### config.mk
export PLATFORM = sky130hd
export DESIGN_NAME = sse_exec
export DESIGN_NICKNAME = d
export VERILOG_FILES = /design/src/rtl/sse_pkg.sv /design/src/rtl/sse_alu.sv /design/src/rtl/sse_exec.sv /design/src/rtl/sse_filemem.sv
export SDC_FILE = /design/constraint.sdc
export NUM_CORES = 2
export LEC_CHECK = 0
export ABC_AREA = 1
export BUFFER_PORTS_ARGS = -buffer_cell sky130_fd_sc_hd__buf_2
export CORE_ASPECT_RATIO = 0.8
export CORE_UTILIZATION = 53
export DETAILED_ROUTE_END_ITERATION = 12
export HOLD_SLACK_MARGIN = 0.12
export PLACE_DENSITY = 0.76
export SYNTH_ARGS = -nofsm -noshare
export SYNTH_HDL_FRONTEND = slang
export SYNTH_SLANG_ARGS = --single-unit
### constraint.sdc
create_clock -name clk_sys -period 10.6 [get_ports clk_sys]
set_input_delay 0 -clock clk_sys [delete_from_list [all_inputs] [get_ports clk_sys]]
set_output_delay 0 -clock clk_sys [all_outputs]
set_load 0.03 [all_outputs]
### src/rtl/sse_pkg.sv
/*
 * Shared constants and types of the execution block: register offsets,
 * status bit positions, operation codes, power states and bus carriers.
 * Assumes a single clock domain and a plain strobe register port.
 */
`default_nettype none

package sse_pkg;

    // ==========================================================
    // Widths
    // ==========================================================
    localparam int DATA_W = 8;
    localparam int ADDR_W = 8;
    localparam int FILE_AW = 7;
    localparam int OP_W = 3;

    // ==========================================================
    // Register offsets
    // ==========================================================
    localparam logic [ADDR_W-1:0] OFS_ACC = 8'h00;
    localparam logic [ADDR_W-1:0] OFS_STATUS = 8'h01;
    localparam logic [ADDR_W-1:0] OFS_FSEL = 8'h02;
    localparam logic [ADDR_W-1:0] OFS_LIT = 8'h03;
    localparam logic [ADDR_W-1:0] OFS_EXEC = 8'h04;
    localparam logic [ADDR_W-1:0] OFS_WDT = 8'h05;
    localparam logic [ADDR_W-1:0] OFS_PRESC = 8'h06;
    // Address bit that selects the file register window
    localparam int FILE_WIN_BIT = 7;

    // ==========================================================
    // Field positions
    // ==========================================================
    localparam int ST_CARRY = 0;
    localparam int ST_HALF = 1;
    localparam int ST_NIL = 2;
    localparam int ST_PD = 3;
    localparam int ST_TO = 4;
    localparam int ST_SLEEP = 5;
    localparam int FSEL_DEST_BIT = 7;
    localparam int OP_LSB = 0;
    localparam int NIB_W = 4;

    // ==========================================================
    // Reset values
    // ==========================================================
    localparam logic [DATA_W-1:0] RST_BYTE = 8'h00;
    localparam logic RST_TO = 1'b1;
    localparam logic RST_PD = 1'b1;

    // ==========================================================
    // Types
    // ==========================================================
    typedef enum logic [OP_W-1:0] {
        op_none = 3'h0,
        op_halt = 3'h1,
        op_literal_minus_acc = 3'h2,
        op_file_minus_acc = 3'h3,
        op_xor_acc_file = 3'h4,
        op_xor_acc_literal = 3'h5,
        op_nibble_exchange = 3'h6
    } sse_op_t;

    typedef enum logic [1:0] {
        st_run = 2'b01,
        st_asleep = 2'b10
    } sse_pwr_t;

    typedef struct packed {
        logic [ADDR_W-1:0] addr;
        logic [DATA_W-1:0] wdata;
        logic wr;
        logic rd;
    } sse_bus_req_t;

    typedef struct packed {
        logic [DATA_W-1:0] value;
        logic borrow_inverse;
        logic half_borrow;
        logic nil;
        logic upd_borrow;
        logic upd_nil;
        logic to_acc;
        logic to_file;
        logic halt;
    } sse_alu_res_t;

endpackage : sse_pkg

`default_nettype wire

### src/rtl/sse_alu.sv
/*
 * Combinational result unit: subtract, XOR and nibble swap with flag
 * results and destination selection. Assumes the caller applies the
 * result only in the cycle the operation is issued.
 */
`timescale 1ns/1ns
`default_nettype none

module sse_alu
(
    // Operation
    input wire sse_pkg::sse_op_t op,
    input wire logic dest,
    // Operands
    input wire logic [sse_pkg::DATA_W-1:0] acc,
    input wire logic [sse_pkg::DATA_W-1:0] fval,
    input wire logic [sse_pkg::DATA_W-1:0] lit,
    // Result
    output var sse_pkg::sse_alu_res_t res
);

    logic [sse_pkg::DATA_W:0] diff;
    logic [sse_pkg::NIB_W:0] ndiff;
    logic [sse_pkg::DATA_W-1:0] minuend;

    always_comb
    begin
        minuend = (op == sse_pkg::op_literal_minus_acc) ? lit : fval;
        diff = {1'b0, minuend} - {1'b0, acc};
        ndiff = {1'b0, minuend[sse_pkg::NIB_W-1:0]} - {1'b0, acc[sse_pkg::NIB_W-1:0]};
        res = '0;
        // Borrow out of the top bit means acc exceeded the minuend
        res.borrow_inverse = ~diff[sse_pkg::DATA_W];
        res.half_borrow = ~ndiff[sse_pkg::NIB_W];
        unique case (op)
            sse_pkg::op_none:
            begin
                res.value = sse_pkg::RST_BYTE;
            end
            sse_pkg::op_halt:
            begin
                res.halt = 1'b1;
            end
            sse_pkg::op_literal_minus_acc:
            begin
                res.value = diff[sse_pkg::DATA_W-1:0];
                res.upd_borrow = 1'b1;
                res.upd_nil = 1'b1;
                res.to_acc = 1'b1;
            end
            sse_pkg::op_file_minus_acc:
            begin
                res.value = diff[sse_pkg::DATA_W-1:0];
                res.upd_borrow = 1'b1;
                res.upd_nil = 1'b1;
                res.to_acc = ~dest;
                res.to_file = dest;
            end
            sse_pkg::op_xor_acc_file:
            begin
                res.value = acc ^ fval;
                res.upd_nil = 1'b1;
                res.to_acc = ~dest;
                res.to_file = dest;
            end
            sse_pkg::op_xor_acc_literal:
            begin
                res.value = acc ^ lit;
                res.upd_nil = 1'b1;
                res.to_acc = 1'b1;
            end
            sse_pkg::op_nibble_exchange:
            begin
                res.value = {fval[sse_pkg::NIB_W-1:0],
                             fval[sse_pkg::DATA_W-1:sse_pkg::NIB_W]};
                res.to_acc = ~dest;
                res.to_file = dest;
            end
            // Software may write an unused code; it does nothing
            default:
            begin
                res.value = sse_pkg::RST_BYTE;
            end
        endcase
        res.nil = (res.value == sse_pkg::RST_BYTE);
    end

endmodule : sse_alu

`default_nettype wire

### src/rtl/sse_exec.sv
/*
 * Execution block for halt, subtract, XOR and nibble swap operations,
 * with accumulator, status flags, watchdog counter and file registers
 * behind a plain strobe register port.
 * Assumes one strobe per cycle and read data taken the cycle after.
 */
//
// Contract
// - Halt clears powerdown_flag and sets timeout_flag.
// - Halt zeroes the watchdog counter and its prescaler.
// - After halt the core sleeps with the oscillator stopped.
// - Literal minus acc; borrow flags from full byte and low nibble.
// - Literal minus acc always writes the accumulator, never a file register.
// - File minus acc; borrow flags from full byte and low nibble.
// - File minus acc: destination 0 to accumulator, 1 to file register.
// - XOR acc with file; destination selects target; only zero flag changes.
// - Nibble swap of file register; no flag changes.
// - Nibble swap: destination 0 to accumulator, 1 to file register.
// - XOR acc with literal into accumulator; only zero flag changes.
`timescale 1ns/1ns
`default_nettype none

module sse_exec
#(
    parameter int WDT_W = 8,
    parameter int PRESC_W = 8
)
(
    // Clock and reset
    input wire logic clk_sys,
    input wire logic rst,
    // Register port
    input wire sse_pkg::sse_bus_req_t bus,
    output var logic [sse_pkg::DATA_W-1:0] rdata,
    // Power state
    output var logic osc_enable,
    output var logic core_asleep
);

    // ==========================================================
    // State
    // ==========================================================
    typedef struct packed {
        sse_pkg::sse_pwr_t pwr;
        logic [sse_pkg::DATA_W-1:0] acc;
        logic carry;
        logic half_borrow;
        logic result_nil;
        logic timeout_flag;
        logic powerdown_flag;
        logic [sse_pkg::DATA_W-1:0] fsel;
        logic [sse_pkg::DATA_W-1:0] lit;
        logic [WDT_W-1:0] watchdog_counter;
        logic [PRESC_W-1:0] presc;
        logic [sse_pkg::DATA_W-1:0] rdata;
        logic osc_enable;
    } sse_exec_state_t;

    sse_exec_state_t st;
    sse_exec_state_t next_st;

    logic is_exec;
    sse_pkg::sse_op_t exec_op;
    sse_pkg::sse_alu_res_t alu_res;
    logic fsel_dest;
    logic [sse_pkg::FILE_AW-1:0] fsel_addr;
    logic [sse_pkg::FILE_AW-1:0] bus_faddr;
    logic bus_file;
    logic file_we;
    logic [sse_pkg::FILE_AW-1:0] file_waddr;
    logic [sse_pkg::DATA_W-1:0] file_wdata;
    logic [sse_pkg::FILE_AW-1:0] file_raddr;
    logic [sse_pkg::DATA_W-1:0] file_rd;
    logic [sse_pkg::DATA_W-1:0] swapped;
    logic [sse_pkg::DATA_W-1:0] status_rd;

    // ==========================================================
    // Decode
    // ==========================================================
    assign fsel_dest = st.fsel[sse_pkg::FSEL_DEST_BIT];
    assign fsel_addr = st.fsel[sse_pkg::FILE_AW-1:0];
    assign bus_faddr = bus.addr[sse_pkg::FILE_AW-1:0];
    assign bus_file = bus.addr[sse_pkg::FILE_WIN_BIT];
    // Stopped oscillator: no operation issues until reset
    assign is_exec = bus.wr && !bus_file && (bus.addr == sse_pkg::OFS_EXEC)
                     && (st.pwr == sse_pkg::st_run);
    assign exec_op = is_exec ? sse_pkg::sse_op_t'(bus.wdata[sse_pkg::OP_LSB +: sse_pkg::OP_W])
                             : sse_pkg::op_none;
    assign swapped = {file_rd[sse_pkg::NIB_W-1:0], file_rd[sse_pkg::DATA_W-1:sse_pkg::NIB_W]};

    sse_alu u_alu
    (
        .op(exec_op),
        .dest(fsel_dest),
        .acc(st.acc),
        .fval(file_rd),
        .lit(st.lit),
        .res(alu_res)
    );

    // ==========================================================
    // File registers
    // ==========================================================
    // Only one strobe per cycle, so operation and bus never collide
    assign file_we = alu_res.to_file
                     || (bus.wr && bus_file && (st.pwr == sse_pkg::st_run));
    assign file_waddr = alu_res.to_file ? fsel_addr : bus_faddr;
    assign file_wdata = alu_res.to_file ? alu_res.value : bus.wdata;
    assign file_raddr = is_exec ? fsel_addr : bus_faddr;

    sse_filemem u_filemem
    (
        .clk_sys(clk_sys),
        .rst(rst),
        .wr_en(file_we),
        .wr_addr(file_waddr),
        .wr_data(file_wdata),
        .rd_addr(file_raddr),
        .rd_data(file_rd)
    );

    // ==========================================================
    // Next state
    // ==========================================================
    always_comb
    begin
        next_st = st;
        status_rd = sse_pkg::RST_BYTE;
        status_rd[sse_pkg::ST_CARRY] = st.carry;
        status_rd[sse_pkg::ST_HALF] = st.half_borrow;
        status_rd[sse_pkg::ST_NIL] = st.result_nil;
        status_rd[sse_pkg::ST_PD] = st.powerdown_flag;
        status_rd[sse_pkg::ST_TO] = st.timeout_flag;
        status_rd[sse_pkg::ST_SLEEP] = (st.pwr == sse_pkg::st_asleep);

        // Watchdog freezes while the oscillator is stopped
        if (st.pwr == sse_pkg::st_run)
        begin
            next_st.presc = st.presc + 1'b1;
            if (st.presc == '1)
            begin
                next_st.watchdog_counter = st.watchdog_counter + 1'b1;
            end
        end

        if (bus.wr && !bus_file && (st.pwr == sse_pkg::st_run))
        begin
            if (bus.addr == sse_pkg::OFS_ACC)
            begin
                next_st.acc = bus.wdata;
            end
            if (bus.addr == sse_pkg::OFS_STATUS)
            begin
                next_st.carry = bus.wdata[sse_pkg::ST_CARRY];
                next_st.half_borrow = bus.wdata[sse_pkg::ST_HALF];
                next_st.result_nil = bus.wdata[sse_pkg::ST_NIL];
            end
            if (bus.addr == sse_pkg::OFS_FSEL)
            begin
                next_st.fsel = bus.wdata;
            end
            if (bus.addr == sse_pkg::OFS_LIT)
            begin
                next_st.lit = bus.wdata;
            end
        end

        if (alu_res.to_acc)
        begin
            next_st.acc = alu_res.value;
        end
        if (alu_res.upd_borrow)
        begin
            next_st.carry = alu_res.borrow_inverse;
            next_st.half_borrow = alu_res.half_borrow;
        end
        if (alu_res.upd_nil)
        begin
            next_st.result_nil = alu_res.nil;
        end
        if (alu_res.halt)
        begin
            next_st.powerdown_flag = 1'b0;
            next_st.timeout_flag = 1'b1;
            next_st.watchdog_counter = '0;
            next_st.presc = '0;
            next_st.pwr = sse_pkg::st_asleep;
            next_st.osc_enable = 1'b0;
        end

        // Read data stands for exactly one cycle, zero otherwise
        next_st.rdata = sse_pkg::RST_BYTE;
        if (bus.rd)
        begin
            if (bus_file)
            begin
                next_st.rdata = file_rd;
            end
            else
            begin
                unique case (bus.addr)
                    sse_pkg::OFS_ACC: next_st.rdata = st.acc;
                    sse_pkg::OFS_STATUS: next_st.rdata = status_rd;
                    sse_pkg::OFS_FSEL: next_st.rdata = st.fsel;
                    sse_pkg::OFS_LIT: next_st.rdata = st.lit;
                    sse_pkg::OFS_WDT: next_st.rdata = sse_pkg::DATA_W'(st.watchdog_counter);
                    sse_pkg::OFS_PRESC: next_st.rdata = sse_pkg::DATA_W'(st.presc);
                    default: next_st.rdata = sse_pkg::RST_BYTE;
                endcase
            end
        end
    end

    always_ff @(posedge clk_sys)
    begin
        if (rst)
        begin
            st <= '0;
            st.pwr <= sse_pkg::st_run;
            st.timeout_flag <= sse_pkg::RST_TO;
            st.powerdown_flag <= sse_pkg::RST_PD;
            st.osc_enable <= 1'b1;
        end
        else
        begin
            st <= next_st;
        end
    end

    assign rdata = st.rdata;
    assign osc_enable = st.osc_enable;
    assign core_asleep = (st.pwr == sse_pkg::st_asleep);
endmodule : sse_exec

`default_nettype wire

### src/rtl/sse_filemem.sv
/*
 * File register storage in flip-flops, one write port and one
 * combinational read port. Assumes writes come from one master per cycle.
 */
`timescale 1ns/1ns
`default_nettype none

module sse_filemem
#(
    parameter int AW = sse_pkg::FILE_AW,
    parameter int DW = sse_pkg::DATA_W
)
(
    // Clock and reset
    input wire logic clk_sys,
    input wire logic rst,
    // Write port
    input wire logic wr_en,
    input wire logic [AW-1:0] wr_addr,
    input wire logic [DW-1:0] wr_data,
    // Read port
    input wire logic [AW-1:0] rd_addr,
    output logic [DW-1:0] rd_data
);

    typedef struct packed {
        logic [(1<<AW)-1:0][DW-1:0] mem;
    } sse_filemem_state_t;

    sse_filemem_state_t st;
    sse_filemem_state_t next_st;

    always_comb
    begin
        next_st = st;
        if (wr_en)
        begin
            next_st.mem[wr_addr] = wr_data;
        end
    end

    always_ff @(posedge clk_sys)
    begin
        if (rst)
        begin
            st <= '0;
        end
        else
        begin
            st <= next_st;
        end
    end

    assign rd_data = st.mem[rd_addr];

endmodule : sse_filemem

`default_nettype wire

* After elaboration in Yosys (flattened, before gate mapping)
Cells that the tools add are included.
** Word-level totals
- Register bits :: 1078
- Input bits :: 20
- Logic and storage cells :: 220
** Cells by class
- Add/subtract/negate cells :: 4
- $lt $le $gt $ge :: 3
- Equality and inequality tests :: 15
- Muxes and demuxes :: 24
- Bitwise operators :: 6
- Reduce and logical (&&, ||, !) cells :: 29
** Operator list (count)
- $bwmux W1024 :: 1
- $bmux W8 S7 :: 1
- $demux W8 S7 :: 1
- $mux W8 :: 7
- $pmux W8 S6 :: 1
- $pmux W8 S4 :: 1
- $eq A8 B3 Y1 const B :: 3
- $add A8 B1 Y8 const B :: 2
- $eq A8 B2 Y1 const B :: 2
- $logic_not A8 Y1 :: 2
- $lt A7 B8 Y1 const B :: 2
- $xor A8 B8 Y8 :: 2
- $mux W7 :: 2
- $reduce_and A2 Y1 :: 6
- $reduce_bool A2 Y1 :: 6
- $mux W11 :: 1
- $eq A3 B3 Y1 const B :: 3
- $sub A8 B8 Y9 :: 1
- $eq A8 B1 Y1 const B :: 1
- $eq A8 B8 Y1 const B :: 1
- $reduce_or A2 Y1 :: 4
- $ge A7 B1 Y1 const B :: 1
- $logic_and A1 B1 Y1 :: 7
- $eq A3 B2 Y1 const B :: 2
- 13 further kinds :: 21

* Depth between registers and ports, before layout
- Word-level depth :: 14
- Mapped depth :: 42

* Modules after synthesis
From an unflattened synthesis, not the netlist that was laid out.
** Unflattened totals
- Cells, all modules :: 7675
- Area total of the unflattened synthesis :: 51072.7 um2
** By module, submodules not included
- sse_filemem :: times used 1, cells each 7017, area each 47032.6 um2, sequential area each 20499.7 um2
- sse_exec :: times used 1, cells each 451, area each 3025.4 um2, sequential area each 1061.0 um2
- sse_alu :: times used 1, cells each 207, area each 1014.7 um2, sequential area each 0.0 um2

* Worst setup path before layout
Ideal clock, no wire load.
- Kind :: register -> register
- Start point :: reg st[54] in the netlist's numbering
- End point :: reg u_filemem.st[222] in the netlist's numbering
- Arrival time :: 4.518 ns
- Path slack :: 5.962 ns
- Cell stages (with the launch flop) :: 32
- Buffers on the path :: 4
- Path through :: dfxtp_1 > nand2_2 > nor2_8 > nand3_4 > nand2_1 > nand2_1 > buf_2 > buf_2 > nand2_1 > nand3_1 > nand3_1 > nand3_1 > nand3_1 > nand3_1 > nand3_1 > nand2_1 > nand2_1 > o21ai_0 > ha_1 > fa_1 > o31ai_1 > inv_1 > nor2_1 > nor2_1 > o21bai_1 > a21oi_1 > a21oi_1 > nand2_1 > o21ai_1 > buf_2 > buf_4 > a21oi_1
** On the way
- Longest elaborated chain between the ends :: 12
- Elaborated cells on any way between the ends :: 28
** Ends and longest elaborated chain
- start: declaration :: line sse_exec.sv:59 : sse_exec_state_t st;
- start signal: assignment :: line sse_exec.sv:226 : st <= next_st;
- $eq A2 B1 Y1 (*) :: line sse_exec.sv:86, sse_exec.sv:106
- parallel branches: the longest is 11 deep, another holds $sub A8 B8 Y9
- end signal: assignment :: line sse_filemem.sv:50 : st <= next_st;
- end: declaration :: line sse_filemem.sv:30 : sse_filemem_state_t st;
Every way passes the cells marked *. The select of a mux whose other input is x is not followed.
A chain may end at the register's enable or synchronous reset.

* Worst setup path after layout
- Start point :: in bus[10] in the netlist's numbering
- End point :: reg u_filemem.st[1014] in the netlist's numbering
** On the way
- Longest elaborated chain between the ends :: 13
- Elaborated cells on any way between the ends :: 28
** Ends and longest elaborated chain
- start: declaration :: line sse_exec.sv:33 : input wire sse_pkg::sse_bus_req_t bus,
- parallel branches: the longest is 13 deep, another holds $sub A8 B8 Y9
Parallel ways; which one is timed is not known. The select of a mux whose other input is x is not followed.

==> impl_metrics.py <==
metrics = {
    "cts": {
        "ctsRootBufferMaster": "clkbuf_16",
        "cts_buffer_depth": 3,
        "cts_tree": "built",
        "h-tree-depth": 3,
        "path_clk_slew_ns": 0.07,
        "cts_sinks": 1077,
        "post_cts_buffers": 0,
        "clkLatencyLatePin_ns": 0.69,
        "cts_resized": 0,
        "cts_buffers": 104,
    },
    "route": {
        "routedWlPerCell_um": 20.05,
        "drt-pass1-iter-count": 6,
        "dr_total_vias": 46124,
        "drtIter0Drc": 6429,
        "drt_wl_total_mm": 150.9,
        "ant_nets": 0,
        "viasPerCell": 6.131,
        "drc": 0,
    },
    "global_routing": {
        "first_global_vias": 41625,
        "grt_start_max_net_pins": 314,
        "globalRouteMet1Util_pct": 44.91,
        "grt_pass1_wl_mm": 235.9,
        "antenna_found_initial": 0,
        "overflow": 0,
        "use_met3_pct": 5.507,
        "met2_usage_pct": 47.21,
        "top_usage_layer": "met2",
        "grt_usage_pct": 31.36,
    },
    "synthesis": {
        "ys_types": 49,
        "postSynth.asyncResetShare_pct": 0,
        "synth_edf_count": 0,
        "syn_nets": 6666,
        "syn-cell-area_um2": 48350,
        "yosysWarnings": 0,
        "syn_area_per_cell_um2": 7.287,
        "synth.ff_latch_count": 1077,
        "netlist_instances": 6634,
        "ys.flop_type": "dfxtp_1",
        "ys_seq_area_share_pct": 44.60,
    },
    "pwr": {
        "ir_drop_uv": 158.7,
        "powerDensity_nw_per_um2": 167.2,
        "leakagePower_nw": 19.25,
    },
    "timing": {
        "fin_skew_ns": 0.02660,
        "finalSetupViolations": 0,
        "slew_headroom_pct": 6.905,
        "finalHoldViolCount": 0,
        "fmax_mhz": 122.8,
        "tightest_slew_ns": 1.396,
        "timing.setup.tns_ns": 0,
        "slew_viol_final": 0,
        "rsz0062_at_grt": "false",
        "setup_ws_ns": 2.457,
        "finalCritPeriodShare_pct": 76.82,
        "fin_crit_ns": 8.143,
    },
    "critical_path": {
        "start_kind": "primary input",
        "cp_slowest_stage_delay_ns": 0.80,
        "crit_arrival_ns": 8.66,
        "crit_required_ns": 11.11,
        "crit_path_end_kind": "flop",
        "r2r-start": "st[54]",
        "reg2reg_slack_ns": 2.62,
        "r2r.worst_path.cells": 30,
        "criticalPathCategory": "primary input to flop",
        "worstPathMaxFanout": 58,
        "r2r-end": "u_filemem.st[1014]",
        "cpMaxStageDelayCell": "o21ai_4",
    },
    "die": {
        "rows": 98,
        "start_util_pct": 53.79,
        "io-pin-count": 30,
        "die_w_um": 339.7,
        "die_h_um": 272.1,
        "coreArea_um2": 89880,
        "design.die.area_um2": 92440,
    },
    "min_path": {
        "hold_end": "st[43]",
        "worst_hold_startpoint": "rst",
        "min_path_cells": 3,
        "worstHoldPathType": "primary input to flop",
    },
    "cells_and_area": {
        "nets": 6273,
        "layout-drive-gt1-share_pct": 6.658,
        "syn_to_final_growth_pct": 6.421,
        "fill_cells": 8268,
        "n_antenna_cell": 0,
        "multi_input_area_um2": 22810,
        "final_cell_mix": "nand2_1, dfxtp_1, a21oi_1, nand3_1, o21ai_0",
        "seqCellArea_um2": 21560,
        "stdcell_area_um2": 51450,
        "final_common_cell": "nand2_1",
    },
    "placement": {
        "dpl_worst_slack_ns": 2.661,
        "place.gp.congestion": 0.9925,
        "io_buffers": 29,
        "post_dp_cell_area_um2": 47670,
        "dp_hpwl_mm": 83.51,
    },
    "status": {
        "outcome": "completed",
    },
    "job": {
        "drv_cap": 0,
    },
}
## repair_timing
action / in CTS / in global routing
hold buffers: 23 / 0
setup endpoints to repair: 0 / 0
endpoints found under the hold margin: 287 / 0
## worst max path at each step
stage	from	to	cells past startpoint
5_1_grt	bus[10]	u_filemem.st[1014]	32
6_report	bus[10]	u_filemem.st[1014]	32
3_5_place_dp	bus[10]	u_filemem.st[1014]	31
4_1_cts	bus[10]	u_filemem.st[1014]	32
2_1_floorplan	st[54]	u_filemem.st[222]	31
3_3_place_gp	bus[10]	u_filemem.st[494]	31
## flip-flops by register name (all words and copies together), names as in the netlist
register / flops
rdata: 8
fsel_dest: 1
u_filemem.st: 1024
st: 37
fsel_addr: 7
## critical path: cells and delay by family
family,cells,cell delay (ns)
buffers and inverters,9,3.68
AND/OR/NAND/NOR,14,2.11
AO/OA/AOI/OAI,7,2.04
adder cells (fa/ha/maj),2,0.68
## Yosys cell counts, types with 24 or more instances
cell | instances | area (um^2)
nand2_1 | 1150 | 4317
dfxtp_1 | 1077 | 21560
a21oi_1 | 1070 | 5355
nand3_1 | 1025 | 5130
o21ai_0 | 972 | 4865
buf_2 | 298 | 1491
inv_1 | 264 | 991.0
clkbuf_1 | 182 | 683.2
o21ai_1 | 106 | 530.5
nor2_1 | 102 | 382.9
nor2_2 | 84 | 525.5
buf_4 | 77 | 578.1
buf_1 | 27 | 101.4
o211ai_1 | 24 | 180.2
## cell families after synthesis
logic type | share of synthesized area (%)
flops | 44.60
simple gates | 23.28
buf+inv | 8.504
xor+xnor | 0.1268
fa+ha+maj | 0.3261
compound gates | 23.17
## cell type report
type | instances | area share [%]
Clock buffer | 153 | 5.927
Multi-Input combinational cell | 4672 | 44.34
Clock inverter | 35 | 0.9752
Timing Repair Buffer | 100 | 1.795
Tap cell | 1200 | 2.918
Inverter | 286 | 2.135
Sequential cell | 1077 | 41.91
## per-stage QoR
step / utilization (%) / hold WS, ns / cells / power, W
after floorplan: - / 0.06907 / 6634 / 0.004587
after global placement: 53.04 / 0.3032 / 7312 / 0.004769
after detailed placement: 53.04 / 0.3046 / 7312 / 0.004768
after CTS: 57.24 / 0.1340 / 7523 / 0.008596
after global routing: 57.24 / 0.1688 / 7523 / 0.008818
final: 57.24 / 0.1634 / 7523 / 0.008604
## report_power, final
part	internal, W	leakage [nW]	total (W)	switching (W)
logic	0.000147	8.83	0.000643	0.000495
registers	0.00406	8.67	0.00406	0.00000627
clock network	0.00228	1.75	0.00390	0.00162
## layer usage
metal,vias to the layer above,part of all wire (%)
met5,-,0
met2,2379,43
met1,21607,43
li1,21830,-
met4,0,3.2
met3,308,9.9
No activity file was read; power rests on OpenSTA's default activity.
